### config.mk
export PLATFORM = sky130hd
export DESIGN_NAME = telegram_follower
export DESIGN_NICKNAME = d
export VERILOG_FILES = /design/src/follower_pkg.sv /design/src/telegram_follower.sv
export VERILOG_INCLUDE_DIRS = /design/src
export SDC_FILE = /design/constraint.sdc
export NUM_CORES = 1
export LEC_CHECK = 0
export ABC_AREA = 1
export BUFFER_PORTS_ARGS = -buffer_cell sky130_fd_sc_hd__buf_2
export CORE_MARGIN = 5
export CORE_UTILIZATION = 45
export CTS_BUF_LIST = sky130_fd_sc_hd__clkbuf_2 sky130_fd_sc_hd__clkbuf_4 sky130_fd_sc_hd__clkbuf_8
export DETAILED_ROUTE_END_ITERATION = 8
export SLEW_MARGIN = 20
export SYNTH_ARGS = -nofsm -noshare
export SYNTH_HDL_FRONTEND = slang
export SYNTH_SLANG_ARGS = --single-unit
### constraint.sdc
create_clock -name SYS_CLK -period 2.9 [get_ports SYS_CLK]
set_input_delay 0.29 -clock SYS_CLK [delete_from_list [all_inputs] [get_ports SYS_CLK]]
set_output_delay 0.29 -clock SYS_CLK [all_outputs]
set_load 0.005 [all_outputs]
### src/follower_params.svh
`ifndef FOLLOWER_PARAMS_SVH
`define FOLLOWER_PARAMS_SVH
// Character and telegram framing.
`define CHAR_BITS 11
`define START_BYTE 8'h02
`define LEN_SHORT 8'h06
`define LEN_LONG 8'h0e
`define LEN_TEXT_FIXED 8'h0a
`define LEN_MAX 8'h1d
`define ADDR_FORMAT_BIT 7
`define ADDR_BROADCAST 7'h00
`define TEXT_INDEX_HIGH 8'h04
// Parameter command codes.
`define CMD_NONE 4'h0
`define CMD_READ 4'h1
`define CMD_WR_WORD 4'h2
`define CMD_WR_DWORD 4'h3
`define CMD_WR_EE_DWORD 4'hd
`define CMD_WR_EE_WORD 4'he
`define CMD_READ_TEXT 4'hf
// Response codes.
`define RSP_NONE 4'h0
`define RSP_WORD 4'h1
`define RSP_DWORD 4'h2
`define RSP_FAILED 4'h7
`define RSP_TEXT 4'hf
// Fault codes.
`define FAULT_ILLEGAL_PNU 8'h00
`define FAULT_NOT_CHANGEABLE 8'h01
`define FAULT_LIMIT 8'h02
`define FAULT_SUBINDEX 8'h03
`define FAULT_NO_ARRAY 8'h04
`define FAULT_DATA_TYPE 8'h05
`define FAULT_NO_WRITE 8'h0b
`define FAULT_RUNNING 8'h11
`define FAULT_OTHER 8'h12
`define FAULT_NO_BUS 8'h82
`define FAULT_UNSUPPORTED 8'hfd
`define FAULT_NONE 8'hff
// Response buffering.
`define FIFO_DEPTH 16
`endif

### src/follower_pkg.sv
package follower_pkg;
    typedef logic [7:0] byte_t;
    typedef enum logic [2:0] {
        ST_IDLE = 3'b000,
        ST_COLLECT = 3'b001,
        ST_EXEC = 3'b011,
        ST_HOLD = 3'b010,
        ST_BUILD = 3'b110,
        ST_DRAIN = 3'b100
    } state_t;
endpackage

### src/telegram_follower.sv
// What this block does
// - Character is start bit, eight data bits, parity bit, stop bit: eleven bits.
// - Parity makes the ones in data plus parity even; odd count is flagged.
// - Telegram is start byte 02, length, address, data bytes, check byte.
// - Length byte counts data bytes plus address and check byte.
// - Text telegram length is ten fixed bytes plus the text characters.
// - Address bit 7 selects format; bits 6..0 give address, zero is broadcast.
// - The reply carries the received address byte unchanged.
// - Check byte is a running XOR starting from zero each telegram.
// - The follower transmits only in answer to a request; half duplex link.
// - Formats are 8-byte short, 16-byte long with parameters, and text.
// - Process block is two words: control/reference in, status/frequency out.
// - Parameter data area is twelve bytes: parameter fields then process words.
// - Key word holds command or response in 15..12, parameter number in 11..0.
// - The follower encodes the listed response codes.
// - A command that cannot run gets response 0111 plus a fault code.
// - Fault codes follow the listed numeric table.
// - Index word is high then low byte; only the low byte selects the element.
// - Value field is four bytes; a read returns the current parameter value.
// - Text telegram length comes from the length byte; index tells read or write.
// - The reply waits at least the configured minimum delay after the request.
// - A gap between bytes above the configured maximum abandons the telegram.
`timescale 1ns/1ps
`default_nettype none
`include "follower_params.svh"

module resp_fifo #(
    parameter int WIDTH = 8,
    parameter int DEPTH = 16
) (
    input wire logic clk,
    input wire logic rst_n,
    input wire logic in_valid,
    output logic in_ready,
    input wire logic [WIDTH-1:0] in_data,
    output logic out_valid,
    input wire logic out_ready,
    output logic [WIDTH-1:0] out_data
);
    localparam int AW = $clog2(DEPTH);
    logic [WIDTH-1:0] mem [0:DEPTH-1];
    logic [AW-1:0] wr_r;
    logic [AW-1:0] rd_r;
    logic [AW:0] cnt_r;
    logic push;
    logic pop;

    assign in_ready = (cnt_r != DEPTH[AW:0]);
    assign out_valid = (cnt_r != '0);
    assign out_data = mem[rd_r];
    assign push = in_valid && in_ready;
    assign pop = out_valid && out_ready;

    always_ff @(posedge clk) begin
        if (push) begin
            mem[wr_r] <= in_data;
        end
    end

    always_ff @(posedge clk or negedge rst_n) begin
        if (!rst_n) begin
            wr_r <= '0;
            rd_r <= '0;
            cnt_r <= '0;
        end else begin
            if (push) begin
                wr_r <= wr_r + 1'b1;
            end
            if (pop) begin
                rd_r <= rd_r + 1'b1;
            end
            cnt_r <= cnt_r + {{AW{1'b0}}, push} - {{AW{1'b0}}, pop};
        end
    end
endmodule // resp_fifo

module telegram_follower
    import follower_pkg::*;
(
    // Clock and reset.
    input wire logic SYS_CLK,
    input wire logic RESET_N,
    // Configuration.
    input wire logic [6:0] OWN_ADDR,
    input wire logic [15:0] BIT_CYCLES,
    input wire logic [15:0] MIN_RESP_CYCLES,
    input wire logic [23:0] MAX_GAP_CYCLES,
    // Serial line.
    input wire logic RXD,
    output logic TXD,
    output logic TX_ACTIVE,
    // Process data.
    output logic PROCESS_VALID,
    output logic [15:0] CONTROL_WORD,
    output logic [15:0] REFERENCE_WORD,
    input wire logic [15:0] STATUS_WORD,
    input wire logic [15:0] OUTPUT_FREQ,
    // Parameter channel.
    output logic PAR_REQ,
    output logic [3:0] PAR_COMMAND,
    output logic [11:0] PAR_NUMBER,
    output logic [7:0] PAR_INDEX,
    output logic [31:0] PAR_WVALUE,
    input wire logic PAR_DONE,
    input wire logic PAR_FAIL,
    input wire logic [7:0] PAR_FAULT,
    input wire logic PAR_DOUBLE,
    input wire logic [31:0] PAR_RVALUE,
    // Error events.
    output logic FRAME_ERROR,
    output logic CHECK_ERROR,
    output logic GAP_TIMEOUT
);
    state_t state_r;
    byte_t rx_buf [0:31];
    logic rx_busy_r, rx_stb_r, rx_bad_r;
    logic [15:0] rx_cnt_r;
    logic [3:0] rx_bit_r;
    logic [8:0] rx_sh_r;
    byte_t rx_byte_r;
    logic [4:0] rx_idx_r;
    byte_t rx_xor_r, rx_len_r;
    logic [23:0] gap_r;
    logic [15:0] hold_r;
    logic bcast_r, req_sent_r;
    logic [3:0] rsp_code_r;
    logic [31:0] rsp_value_r;
    byte_t resp_len_r, tx_xor_r, bld_byte;
    logic [4:0] bld_idx_r;
    logic fifo_in_ready, fifo_out_valid, tx_pop;
    byte_t fifo_out_data;
    logic tx_busy_r;
    logic [15:0] tx_cnt_r;
    logic [3:0] tx_bit_r;
    logic [10:0] tx_sh_r;
    logic bld_push, long_req, last_byte;
    logic [3:0] req_cmd;
    logic [4:0] lp;
    logic need_req, tel_ok;

    assign lp = rx_len_r[4:0];
    assign long_req = (rx_len_r != `LEN_SHORT);
    assign req_cmd = rx_buf[3][7:4];
    assign bld_push = (state_r == ST_BUILD) && fifo_in_ready;
    assign last_byte = (bld_idx_r == 5'(resp_len_r + 8'h01));
    assign need_req = (req_cmd == `CMD_READ) || (req_cmd == `CMD_WR_WORD) || (req_cmd == `CMD_WR_DWORD)
        || (req_cmd == `CMD_WR_EE_DWORD) || (req_cmd == `CMD_WR_EE_WORD)
        || (req_cmd == `CMD_READ_TEXT && rx_buf[5] == `TEXT_INDEX_HIGH);
    // Only a complete, clean telegram for this follower may touch the process words.
    assign tel_ok = state_r == ST_COLLECT && rx_stb_r && !rx_bad_r && rx_idx_r == 5'(rx_len_r + 8'h01)
        && rx_xor_r == rx_byte_r && rx_buf[2][`ADDR_FORMAT_BIT]
        && (rx_buf[2][6:0] == OWN_ADDR || rx_buf[2][6:0] == `ADDR_BROADCAST);

    // Receive character: start, 8 data LSB first, parity, stop.
    always_ff @(posedge SYS_CLK or negedge RESET_N) begin
        if (!RESET_N) begin
            rx_busy_r <= 1'b0;
            rx_cnt_r <= 16'h0000;
            rx_bit_r <= 4'h0;
            rx_sh_r <= 9'h000;
            rx_stb_r <= 1'b0;
            rx_bad_r <= 1'b0;
            rx_byte_r <= 8'h00;
        end else begin
            rx_stb_r <= 1'b0;
            if (!rx_busy_r) begin
                if (!RXD && !TX_ACTIVE) begin
                    rx_busy_r <= 1'b1;
                    rx_cnt_r <= BIT_CYCLES >> 1;
                    rx_bit_r <= 4'h0;
                end
            end else if (rx_cnt_r != 16'h0000) begin
                rx_cnt_r <= rx_cnt_r - 16'h0001;
            end else begin
                rx_cnt_r <= BIT_CYCLES - 16'h0001;
                rx_bit_r <= rx_bit_r + 4'h1;
                if (rx_bit_r == 4'h0 && RXD) begin
                    rx_busy_r <= 1'b0;
                end else if (rx_bit_r == 4'(`CHAR_BITS - 1)) begin
                    rx_busy_r <= 1'b0;
                    rx_stb_r <= 1'b1;
                    rx_byte_r <= rx_sh_r[7:0];
                    rx_bad_r <= !RXD || (^rx_sh_r);
                end else if (rx_bit_r != 4'h0) begin
                    rx_sh_r <= {RXD, rx_sh_r[8:1]};
                end
            end
        end
    end

    always_ff @(posedge SYS_CLK) begin
        if (rx_stb_r && state_r == ST_COLLECT) begin
            rx_buf[rx_idx_r] <= rx_byte_r;
        end
    end

    // Telegram sequencing.
    always_ff @(posedge SYS_CLK or negedge RESET_N) begin
        if (!RESET_N) begin
            state_r <= ST_IDLE;
            rx_idx_r <= 5'h00;
            rx_xor_r <= 8'h00;
            rx_len_r <= `LEN_SHORT;
            gap_r <= 24'h000000;
            hold_r <= 16'h0000;
            bcast_r <= 1'b0;
            FRAME_ERROR <= 1'b0;
            CHECK_ERROR <= 1'b0;
            GAP_TIMEOUT <= 1'b0;
        end else begin
            FRAME_ERROR <= 1'b0;
            CHECK_ERROR <= 1'b0;
            GAP_TIMEOUT <= 1'b0;
            if (hold_r != 16'hffff) begin
                hold_r <= hold_r + 16'h0001;
            end
            unique case (state_r)
                ST_IDLE: begin
                    if (rx_stb_r && !rx_bad_r && rx_byte_r == `START_BYTE) begin
                        state_r <= ST_COLLECT;
                        rx_idx_r <= 5'h01;
                        rx_xor_r <= `START_BYTE;
                        gap_r <= 24'h000000;
                    end
                end
                ST_COLLECT: begin
                    gap_r <= gap_r + 24'h000001;
                    if (rx_stb_r) begin
                        gap_r <= 24'h000000;
                        rx_idx_r <= rx_idx_r + 5'h01;
                        rx_xor_r <= rx_xor_r ^ rx_byte_r;
                        if (rx_bad_r) begin
                            state_r <= ST_IDLE;
                            FRAME_ERROR <= 1'b1;
                        end else if (rx_idx_r == 5'h01) begin
                            rx_len_r <= rx_byte_r;
                            if (rx_byte_r < `LEN_SHORT || rx_byte_r > `LEN_MAX) begin
                                state_r <= ST_IDLE;
                            end
                        end else if (rx_idx_r == 5'(rx_len_r + 8'h01)) begin
                            hold_r <= 16'h0000;
                            bcast_r <= (rx_buf[2][6:0] == `ADDR_BROADCAST);
                            if (rx_xor_r != rx_byte_r) begin
                                state_r <= ST_IDLE;
                                CHECK_ERROR <= 1'b1;
                            end else if (rx_buf[2][`ADDR_FORMAT_BIT] && (rx_buf[2][6:0] == OWN_ADDR
                                    || rx_buf[2][6:0] == `ADDR_BROADCAST)) begin
                                state_r <= ST_EXEC;
                            end else begin
                                state_r <= ST_IDLE;
                            end
                        end
                    end else if (gap_r >= MAX_GAP_CYCLES) begin
                        state_r <= ST_IDLE;
                        GAP_TIMEOUT <= 1'b1;
                    end
                end
                ST_EXEC: begin
                    if (!long_req || !need_req || (req_sent_r && PAR_DONE)) begin
                        state_r <= ST_HOLD;
                    end
                end
                ST_HOLD: begin
                    if (bcast_r) begin
                        state_r <= ST_IDLE;
                    end else if (hold_r >= MIN_RESP_CYCLES) begin
                        state_r <= ST_BUILD;
                    end
                end
                ST_BUILD: begin
                    if (bld_push && last_byte) begin
                        state_r <= ST_DRAIN;
                    end
                end
                ST_DRAIN: begin
                    if (!fifo_out_valid && !tx_busy_r) begin
                        state_r <= ST_IDLE;
                    end
                end
                default: state_r <= ST_IDLE;
            endcase
        end
    end

    // Parameter channel decode and answer.
    always_ff @(posedge SYS_CLK or negedge RESET_N) begin
        if (!RESET_N) begin
            req_sent_r <= 1'b0;
            PAR_REQ <= 1'b0;
            PAR_COMMAND <= `CMD_NONE;
            PAR_NUMBER <= 12'h000;
            PAR_INDEX <= 8'h00;
            PAR_WVALUE <= 32'h00000000;
            PROCESS_VALID <= 1'b0;
            CONTROL_WORD <= 16'h0000;
            REFERENCE_WORD <= 16'h0000;
            rsp_code_r <= `RSP_NONE;
            rsp_value_r <= 32'h00000000;
            resp_len_r <= `LEN_SHORT;
        end else begin
            PAR_REQ <= 1'b0;
            PROCESS_VALID <= 1'b0;
            if (tel_ok) begin
                req_sent_r <= 1'b0;
                rsp_code_r <= `RSP_NONE;
                rsp_value_r <= 32'h00000000;
                resp_len_r <= long_req ? `LEN_LONG : `LEN_SHORT;
                CONTROL_WORD <= {rx_buf[lp - 5'd3], rx_buf[lp - 5'd2]};
                REFERENCE_WORD <= {rx_buf[lp - 5'd1], rx_buf[lp]};
                PROCESS_VALID <= 1'b1;
            end
            if (state_r == ST_EXEC && long_req && !req_sent_r && !PAR_REQ) begin
                req_sent_r <= 1'b1;
                PAR_COMMAND <= req_cmd;
                PAR_NUMBER <= {rx_buf[3][3:0], rx_buf[4]};
                PAR_INDEX <= rx_buf[6];
                PAR_WVALUE <= {rx_buf[7], rx_buf[8], rx_buf[9], rx_buf[10]};
                unique case (req_cmd)
                    `CMD_NONE: req_sent_r <= 1'b0;
                    `CMD_READ, `CMD_WR_WORD, `CMD_WR_DWORD, `CMD_WR_EE_DWORD, `CMD_WR_EE_WORD: PAR_REQ <= 1'b1;
                    `CMD_READ_TEXT: begin
                        if (rx_buf[5] == `TEXT_INDEX_HIGH) begin
                            PAR_REQ <= 1'b1;
                        end else begin
                            req_sent_r <= 1'b0;
                            rsp_code_r <= `RSP_FAILED;
                            rsp_value_r <= {24'h000000, `FAULT_UNSUPPORTED};
                        end
                    end
                    default: begin
                        req_sent_r <= 1'b0;
                        rsp_code_r <= `RSP_FAILED;
                        rsp_value_r <= {24'h000000, `FAULT_UNSUPPORTED};
                    end
                endcase
            end
            if (state_r == ST_EXEC && req_sent_r && PAR_DONE) begin
                req_sent_r <= 1'b0;
                if (PAR_FAIL) begin
                    rsp_code_r <= `RSP_FAILED;
                    rsp_value_r <= {24'h000000, PAR_FAULT};
                end else begin
                    rsp_value_r <= PAR_RVALUE;
                    if (PAR_COMMAND == `CMD_READ_TEXT) begin
                        rsp_code_r <= `RSP_TEXT;
                    end else begin
                        rsp_code_r <= PAR_DOUBLE ? `RSP_DWORD : `RSP_WORD;
                    end
                end
            end
        end
    end

    // Reply byte selection; short replies map onto the process slots of the long layout.
    always_comb begin
        logic [4:0] k;
        k = (resp_len_r == `LEN_SHORT && bld_idx_r >= 5'd3) ? bld_idx_r + 5'd8 : bld_idx_r;
        if (last_byte) begin
            bld_byte = tx_xor_r;
        end else begin
            unique case (k)
                5'd0: bld_byte = `START_BYTE;
                5'd1: bld_byte = resp_len_r;
                5'd2: bld_byte = rx_buf[2];
                5'd3: bld_byte = {rsp_code_r, PAR_NUMBER[11:8]};
                5'd4: bld_byte = PAR_NUMBER[7:0];
                5'd5: bld_byte = rx_buf[5];
                5'd6: bld_byte = rx_buf[6];
                5'd7: bld_byte = rsp_value_r[31:24];
                5'd8: bld_byte = rsp_value_r[23:16];
                5'd9: bld_byte = rsp_value_r[15:8];
                5'd10: bld_byte = rsp_value_r[7:0];
                5'd11: bld_byte = STATUS_WORD[15:8];
                5'd12: bld_byte = STATUS_WORD[7:0];
                5'd13: bld_byte = OUTPUT_FREQ[15:8];
                default: bld_byte = OUTPUT_FREQ[7:0];
            endcase
        end
    end

    always_ff @(posedge SYS_CLK or negedge RESET_N) begin
        if (!RESET_N) begin
            bld_idx_r <= 5'h00;
            tx_xor_r <= 8'h00;
        end else if (state_r != ST_BUILD) begin
            bld_idx_r <= 5'h00;
            tx_xor_r <= 8'h00;
        end else if (bld_push) begin
            bld_idx_r <= bld_idx_r + 5'h01;
            tx_xor_r <= tx_xor_r ^ bld_byte;
        end
    end

    resp_fifo #(.WIDTH(8), .DEPTH(`FIFO_DEPTH)) u_fifo (
        .clk(SYS_CLK),
        .rst_n(RESET_N),
        .in_valid(bld_push),
        .in_ready(fifo_in_ready),
        .in_data(bld_byte),
        .out_valid(fifo_out_valid),
        .out_ready(tx_pop),
        .out_data(fifo_out_data)
    );

    // Transmit character; the FIFO holds built bytes while a character is on the line.
    assign tx_pop = fifo_out_valid && !tx_busy_r;

    always_ff @(posedge SYS_CLK or negedge RESET_N) begin
        if (!RESET_N) begin
            tx_busy_r <= 1'b0;
            tx_cnt_r <= 16'h0000;
            tx_bit_r <= 4'h0;
            tx_sh_r <= 11'h7ff;
            TXD <= 1'b1;
            TX_ACTIVE <= 1'b0;
        end else begin
            TX_ACTIVE <= (state_r == ST_BUILD) || (state_r == ST_DRAIN);
            if (tx_pop) begin
                tx_busy_r <= 1'b1;
                tx_sh_r <= {1'b1, ^fifo_out_data, fifo_out_data, 1'b0};
                tx_bit_r <= 4'(`CHAR_BITS);
                tx_cnt_r <= 16'h0000;
            end else if (tx_busy_r) begin
                if (tx_cnt_r != 16'h0000) begin
                    tx_cnt_r <= tx_cnt_r - 16'h0001;
                end else if (tx_bit_r == 4'h0) begin
                    tx_busy_r <= 1'b0;
                end else begin
                    TXD <= tx_sh_r[0];
                    tx_sh_r <= {1'b1, tx_sh_r[10:1]};
                    tx_bit_r <= tx_bit_r - 4'h1;
                    tx_cnt_r <= BIT_CYCLES - 16'h0001;
                end
            end else begin
                TXD <= 1'b1;
            end
        end
    end
endmodule // telegram_follower
`default_nettype wire

======== Word level (Yosys, flattened, before mapping) ========
Memories as Yosys holds them, arrays and structs flattened. A register that Yosys moved wholly into a read port is not among the register bits.
Index checks and enable logic that the tools add are counted.
storage, ports and cells
  register bits after elaboration ......... 235
  RAM bits ................................ 384
  input bits .............................. 141
  output and inout bits ................... 95
  word-level logic and storage cells ...... 318
  memories ................................ 2
cells by class
  add/subtract/negate cells ............... 19
  order comparisons ....................... 5
  equal/unequal tests ..................... 54
  multiplexer cells ....................... 109
  bitwise logic cells ..................... 8
  reduce and logical (&&, ||, !) cells .... 84
memories
  memory      words  width  rd ports  clocked after memory_dff  wr ports  line                      RTL
  rx_buf      32     8      13        9                         1         telegram_follower.sv:115  byte_t rx_buf [0:31];
  u_fifo.mem  16     8      1         0                         1         telegram_follower.sv:41   logic [WIDTH-1:0] mem [0:DEPTH-1];
operators by type and width
  kind                                                                    count
  16-bit two-way mux                                                      13
  32-bit two-way mux                                                      5
  8-bit case mux with 14 select lines                                     1
  32-bit case mux with 2 select lines                                     1
  4-bit two-way mux                                                       14
  24-bit two-way mux                                                      2
  24-bit case mux with 2 select lines                                     1
  16-bit by 1-bit subtractor with 16-bit output (second input constant)   3
  11-bit two-way mux                                                      4
  8-bit two-way mux                                                       5
  1-bit two-way mux                                                       38
  3-bit two-way mux                                                       12
  16-bit nonzero test                                                     2
  5-bit by 4-bit equality test with 1-bit output (second input constant)  6
  1-bit logical AND                                                       25
  5-bit two-way mux                                                       5
  24-bit by 1-bit adder with 24-bit output (second input constant)        1
  24-bit greater-or-equal comparator                                      1
  4-bit equality test (second input constant)                             5
  5-bit by 3-bit equality test with 1-bit output (second input constant)  4
  1-bit zero test                                                         18
  3-bit case mux with 6 select lines                                      1
  16-bit by 1-bit adder with 16-bit output (second input constant)        1
  16-bit greater-or-equal comparator                                      1
  60 further kinds                                                        110

======== Logic depth before layout (Yosys ltp) ========
  depth after elaboration ................. 12
  gate-level depth with buffers ........... 20
  mapped depth without buffers ............ 20

======== Modules after synthesis ========
A second synthesis with hierarchy kept.
unflattened totals
  cell total of the unflattened synthesis .. 4,482
  area, all modules ....................... 37,410.9 um2
modules (own cells, without submodules)
  module             instances  cells an instance  area each (um2)  sequential area each (um2)
  telegram_follower  1          3,877              31,209.9         14,760.4
  resp_fifo          1          605                6,200.9          4,169.0

======== Worst setup path before layout ========
OpenSTA, ideal clock, no wires.
  kind .................................... register to register
  start ................................... reg rx_len_r[1]
  end ..................................... reg REFERENCE_WORD[10], read port of rx_buf
  library setup time ...................... 137 ps
  arrival ................................. 2,972 ps
  data required time ...................... 2,763 ps
  setup slack ............................. -210 ps
  cell stages (with the launch flop) ...... 13
  buffers on the path ..................... 6
  period minus slack after synthesis ...... 3,110 ps
  path through ............................ dfstp_2 inv_1 clkbuf_1 clkbuf_1 clkbuf_1 ha_1 inv_1 clkbuf_1 clkbuf_1 clkbuf_1 a21oi_1 o311ai_0 a31oi_1
on the way
  longest elaborated chain between the ends .. 6
  elaborated cells on any way between the ends .. 7
  classes of those cells .................. add/sub (2); eq/ne (1); reduce/logical (4)
ends and longest elaborated chain
  item                                    line                      RTL
  from (decl)                             telegram_follower.sv:122  byte_t rx_xor_r, rx_len_r;
  from (signal assigned)                  telegram_follower.sv:203  rx_len_r <= `LEN_SHORT;
  from (signal assigned)                  telegram_follower.sv:236  rx_len_r <= rx_byte_r;
  5-bit by 1-bit adder with 5-bit output  telegram_follower.sv:150  assign tel_ok = state_r == ST_COLLECT && rx_stb_r && !rx_bad_r && rx_idx_r == 5'(rx_len_r + 8'h01)
  5-bit equality test                     telegram_follower.sv:150
  1-bit logical AND                       telegram_follower.sv:150
  1-bit logical AND                       telegram_follower.sv:151  && rx_xor_r == rx_byte_r && rx_buf[2][`ADDR_FORMAT_BIT]
  1-bit logical AND (2 in series)         telegram_follower.sv:150
  to (decl)                               telegram_follower.sv:95   output logic [15:0] REFERENCE_WORD,
Several ways; a longest one is shown, not always the timed one.
A chain may end at the register's enable or synchronous reset.

======== Final worst setup path ========
  start ................................... reg rx_len_r[2]
  end ..................................... reg REFERENCE_WORD[4], read port of rx_buf
Same word-level chain as after synthesis.

==> flow_metrics.env <==
export IMPL_port_buffers=235
export IMPL_dieArea_sq_um=88400
export IMPL_avgSynthCellArea_sq_um=8.43
export IMPL_cts_clk_slew_worst_paths_ps=60
export IMPL_synth_seq_cells=679
export IMPL_drt_pass1_iterations=6
export IMPL_synthTopCellsByArea="edfxtp_1 (31%), dfrtp_1 (19%), nand2_1 (11%)"
export IMPL_dieWidth_um=297
export IMPL_dp_hpwl_um=92800
export IMPL_drt_total_wl_um=127000
export IMPL_cp_start_kind="flop"
export IMPL_vdd_ir_drop_worst_v=0.000303
export IMPL_fillers=7612
export IMPL_cts_root_buf="clkbuf_8"
export IMPL_whs_ps=31.7
export IMPL_nNetsFinal=5031
export IMPL_wire_per_inst_um=21.1
export IMPL_worstHoldPathType="input pin to flop"
export IMPL_synth_top_area_frac=0.311
export IMPL_p_total_uw=21100
export IMPL_synth_compound_area_frac=0.166
export IMPL_grt_max_degree=102
export IMPL_numPlacedInstances=5697
export IMPL_endpoint_kind="flop"
export IMPL_finalNonFillerCells=5988
export IMPL_final_layout_size_suffix_gt1_frac=0.152
export IMPL_synth_edf_count=384
export IMPL_die_h_um=297
export IMPL_hold_viol_final=0
export IMPL_coreArea_sq_um=82000
export IMPL_cap_violations=0
export IMPL_ys_flop_type="edfxtp_1"
export IMPL_synth_cells=4402
export IMPL_syn2layout_area_growth_pct=18.7
export IMPL_ios=236
export IMPL_antenna_found_initial=3
export IMPL_yosys_area_top_type="edfxtp_1"
export IMPL_drv_slew=0
export IMPL_post_route_period_util=0.991
export IMPL_grt_total_usage=0.278
export IMPL_synth_seq_area_share=0.510
export IMPL_synth_top_family_by_area="simple AND/OR/NAND/NOR gates"
export IMPL_worstSkewPairLatency_ps=760
export IMPL_path_class="flop to flop"
export IMPL_synth_xor_area_frac=0.0215
export IMPL_syn_area_sq_um=37100
export IMPL_setup_viol=0
export IMPL_gp_congestion=1.01
export IMPL_max_freq_ghz=0.348
export IMPL_status="complete, no violations"
export IMPL_synth_simple_gate_area_frac=0.200
export IMPL_ys_warn_count=0
export IMPL_grt_pass1_vias=31800
export IMPL_drc=0
export IMPL_cts_tree="done"
export IMPL_clockBufferDepth=3
export IMPL_ant_nets=0
export IMPL_htree_levels=3
export IMPL_clock_sinks=679
export IMPL_grt_ovfl_total=0
export IMPL_min_period_ps=2870
export IMPL_finClkSkew_ps=39.0
export IMPL_drtIter0Drc=3144
export IMPL_numCtsBuffers=118
export IMPL_slew_headroom=0.451
export IMPL_num_rows=105
export IMPL_synth_nets=4623
export IMPL_critPathRequiredTime_ps=3550
export IMPL_vias=33300
export IMPL_critical_path_arrival_ps=3530
export IMPL_synthMuxAreaShare=0.00816
export IMPL_start_util=0.453
export IMPL_grt_pass1_wl_um=192000
export IMPL_synthAdderAreaFrac=0.0272
export IMPL_power_density_nw_per_um2=480
export IMPL_p_leak_uw=0.0187
export IMPL_async_flop_share=0.434
export IMPL_worst_pin_slew_ps=815
export IMPL_worstPathMaxFanout=23
export IMPL_synth_distinct_cells=70
export IMPL_post_drt_via_cell_ratio=5.56
## final cells by class
type / instances / area (sq um) / area share
inverter: 418 / 1580 / 0.0359
tap: 1070 / 1340 / 0.0304
sequential: 679 / 18900 / 0.430
timing repair buffer: 510 / 3680 / 0.0836
multi-input combinational: 3083 / 15800 / 0.358
clock buffer: 179 / 2230 / 0.0505
antenna: 2 / 5.00 / 0.000114
clock inverter: 47 / 505 / 0.0115
## Yosys cell counts (all sizes together) (39+ instances only)
| cell type | number |
|---|---|
| nand2 | 1092 |
| o21ai | 631 |
| nor2 | 428 |
| inv | 411 |
| edfxtp | 384 |
| dfrtp | 282 |
| nand3 | 184 |
| clkbuf | 174 |
| a21oi | 145 |
| o211ai | 96 |
| ha | 79 |
| xor2 | 55 |
| o221ai | 49 |
| buf | 48 |
| nor3 | 44 |
| nand4 | 40 |
| o22ai | 39 |
## flip-flops by register name, indices dropped and copies added, names as in the netlist, 12 cells and up
signal          count
gap_r              24
rx_buf            256
hold_r             16
rx_cnt_r           16
PAR_NUMBER         12
CONTROL_WORD       16
rsp_value_r        32
PAR_WVALUE         32
u_fifo.mem        128
REFERENCE_WORD     16
tx_cnt_r           16
## power by group
part,switching (uW),total (uW),internal (uW)
Sequential,114,10400,10200
Clock,4140,9950,5810
Combinational,452,819,367
Total,4710,21100,16400
## layer usage
layer,global-route usage,routed length [um]
met1,0.384,53900
met2,0.443,57600
met3,0.0502,10100
met4,0.0986,4910
met5,0,0
## timing repair
action / CTS / global route
hold buffers: 62 / 0
setup endpoints to repair: 16 / 16
resized for setup: 1 / 9
pin swaps: 0 / 0
buffers inserted: 0 / 1
endpoints found under the hold margin: 314 / 0
## logic make-up (layout without fill, tap and decap cells)
family,count (synthesis),after routing
simple gates,1814,1814
compound gates,1068,1068
flops,679,679
buf+inv,640,1154
xor+xnor,91,91
fa+ha+maj,80,80
mux,30,30
other cells,0,2
## critical path, cell delays in order, from the launching register on
cell       delay [ps]
dfstp_2           380
buf_4             230
nor2_1            220
inv_1              90
nor2_1            510
inv_1             440
o2111ai_1         560
o32ai_1           190
o21ai_1           150
## cell usage in the layout (no fill, tap or decap), drive strengths merged, types with 3 or more instances in the layout
cell         Yosys  routed
nor3b            3       3
ha              79      79
dfstp           13      13
dlygate4sd3      0      62
dfrtp          282     282
nand4           40      40
a32o             3       3
nand2         1092    1092
o32ai           12      12
xor2            55      55
nor2           428     428
clkbuf         174     179
o311ai          11      11
a21oi          145     145
o22ai           39      39
xnor2           36      36
bufinv           0      10
a22oi           12      12
clkinvlp         0       4
inv            411     413
a211oi           5       5
o21a             3       3
nor3            44      44
a31oi           29      29
o41ai            4       4
o31ai            3       3
edfxtp         384     384
clkinv           7      38
o211ai          96      96
mux2i           28      28
nor4            16      16
buf             48     448
nand3          184     184
o2111ai         14      14
o21ai          631     631
o221ai          49      49
## per-stage QoR
stage          setup slack [ps]  area [sq um]  utilization  setup TNS (ps)
2_1_floorplan             -18.9         37100            -           -18.9
3_3_place_gp               22.6         40600        0.496               0
3_5_place_dp              -62.0         40600        0.496            -984
4_1_cts                    53.5         44000        0.537               0
5_1_grt                   -14.9         44100        0.537           -38.3
6_report                   27.3         44100        0.537               0
## final timing paths
path,from,to,slack (ps),cells past startpoint
min in group asynchronous,RESET_N,PAR_WVALUE[18],50,2
worst min register to register,PAR_WVALUE[18],PAR_WVALUE[18],470,2
worst min-delay path,PAR_DONE,req_sent_r,30,4
worst max-delay path,rx_len_r[2],REFERENCE_WORD[4],30,8
worst max register to register,rx_len_r[2],REFERENCE_WORD[4],30,8
max in group asynchronous,RESET_N,tx_xor_r[2],1960,3
No activity file was read; power rests on OpenSTA's default activity.
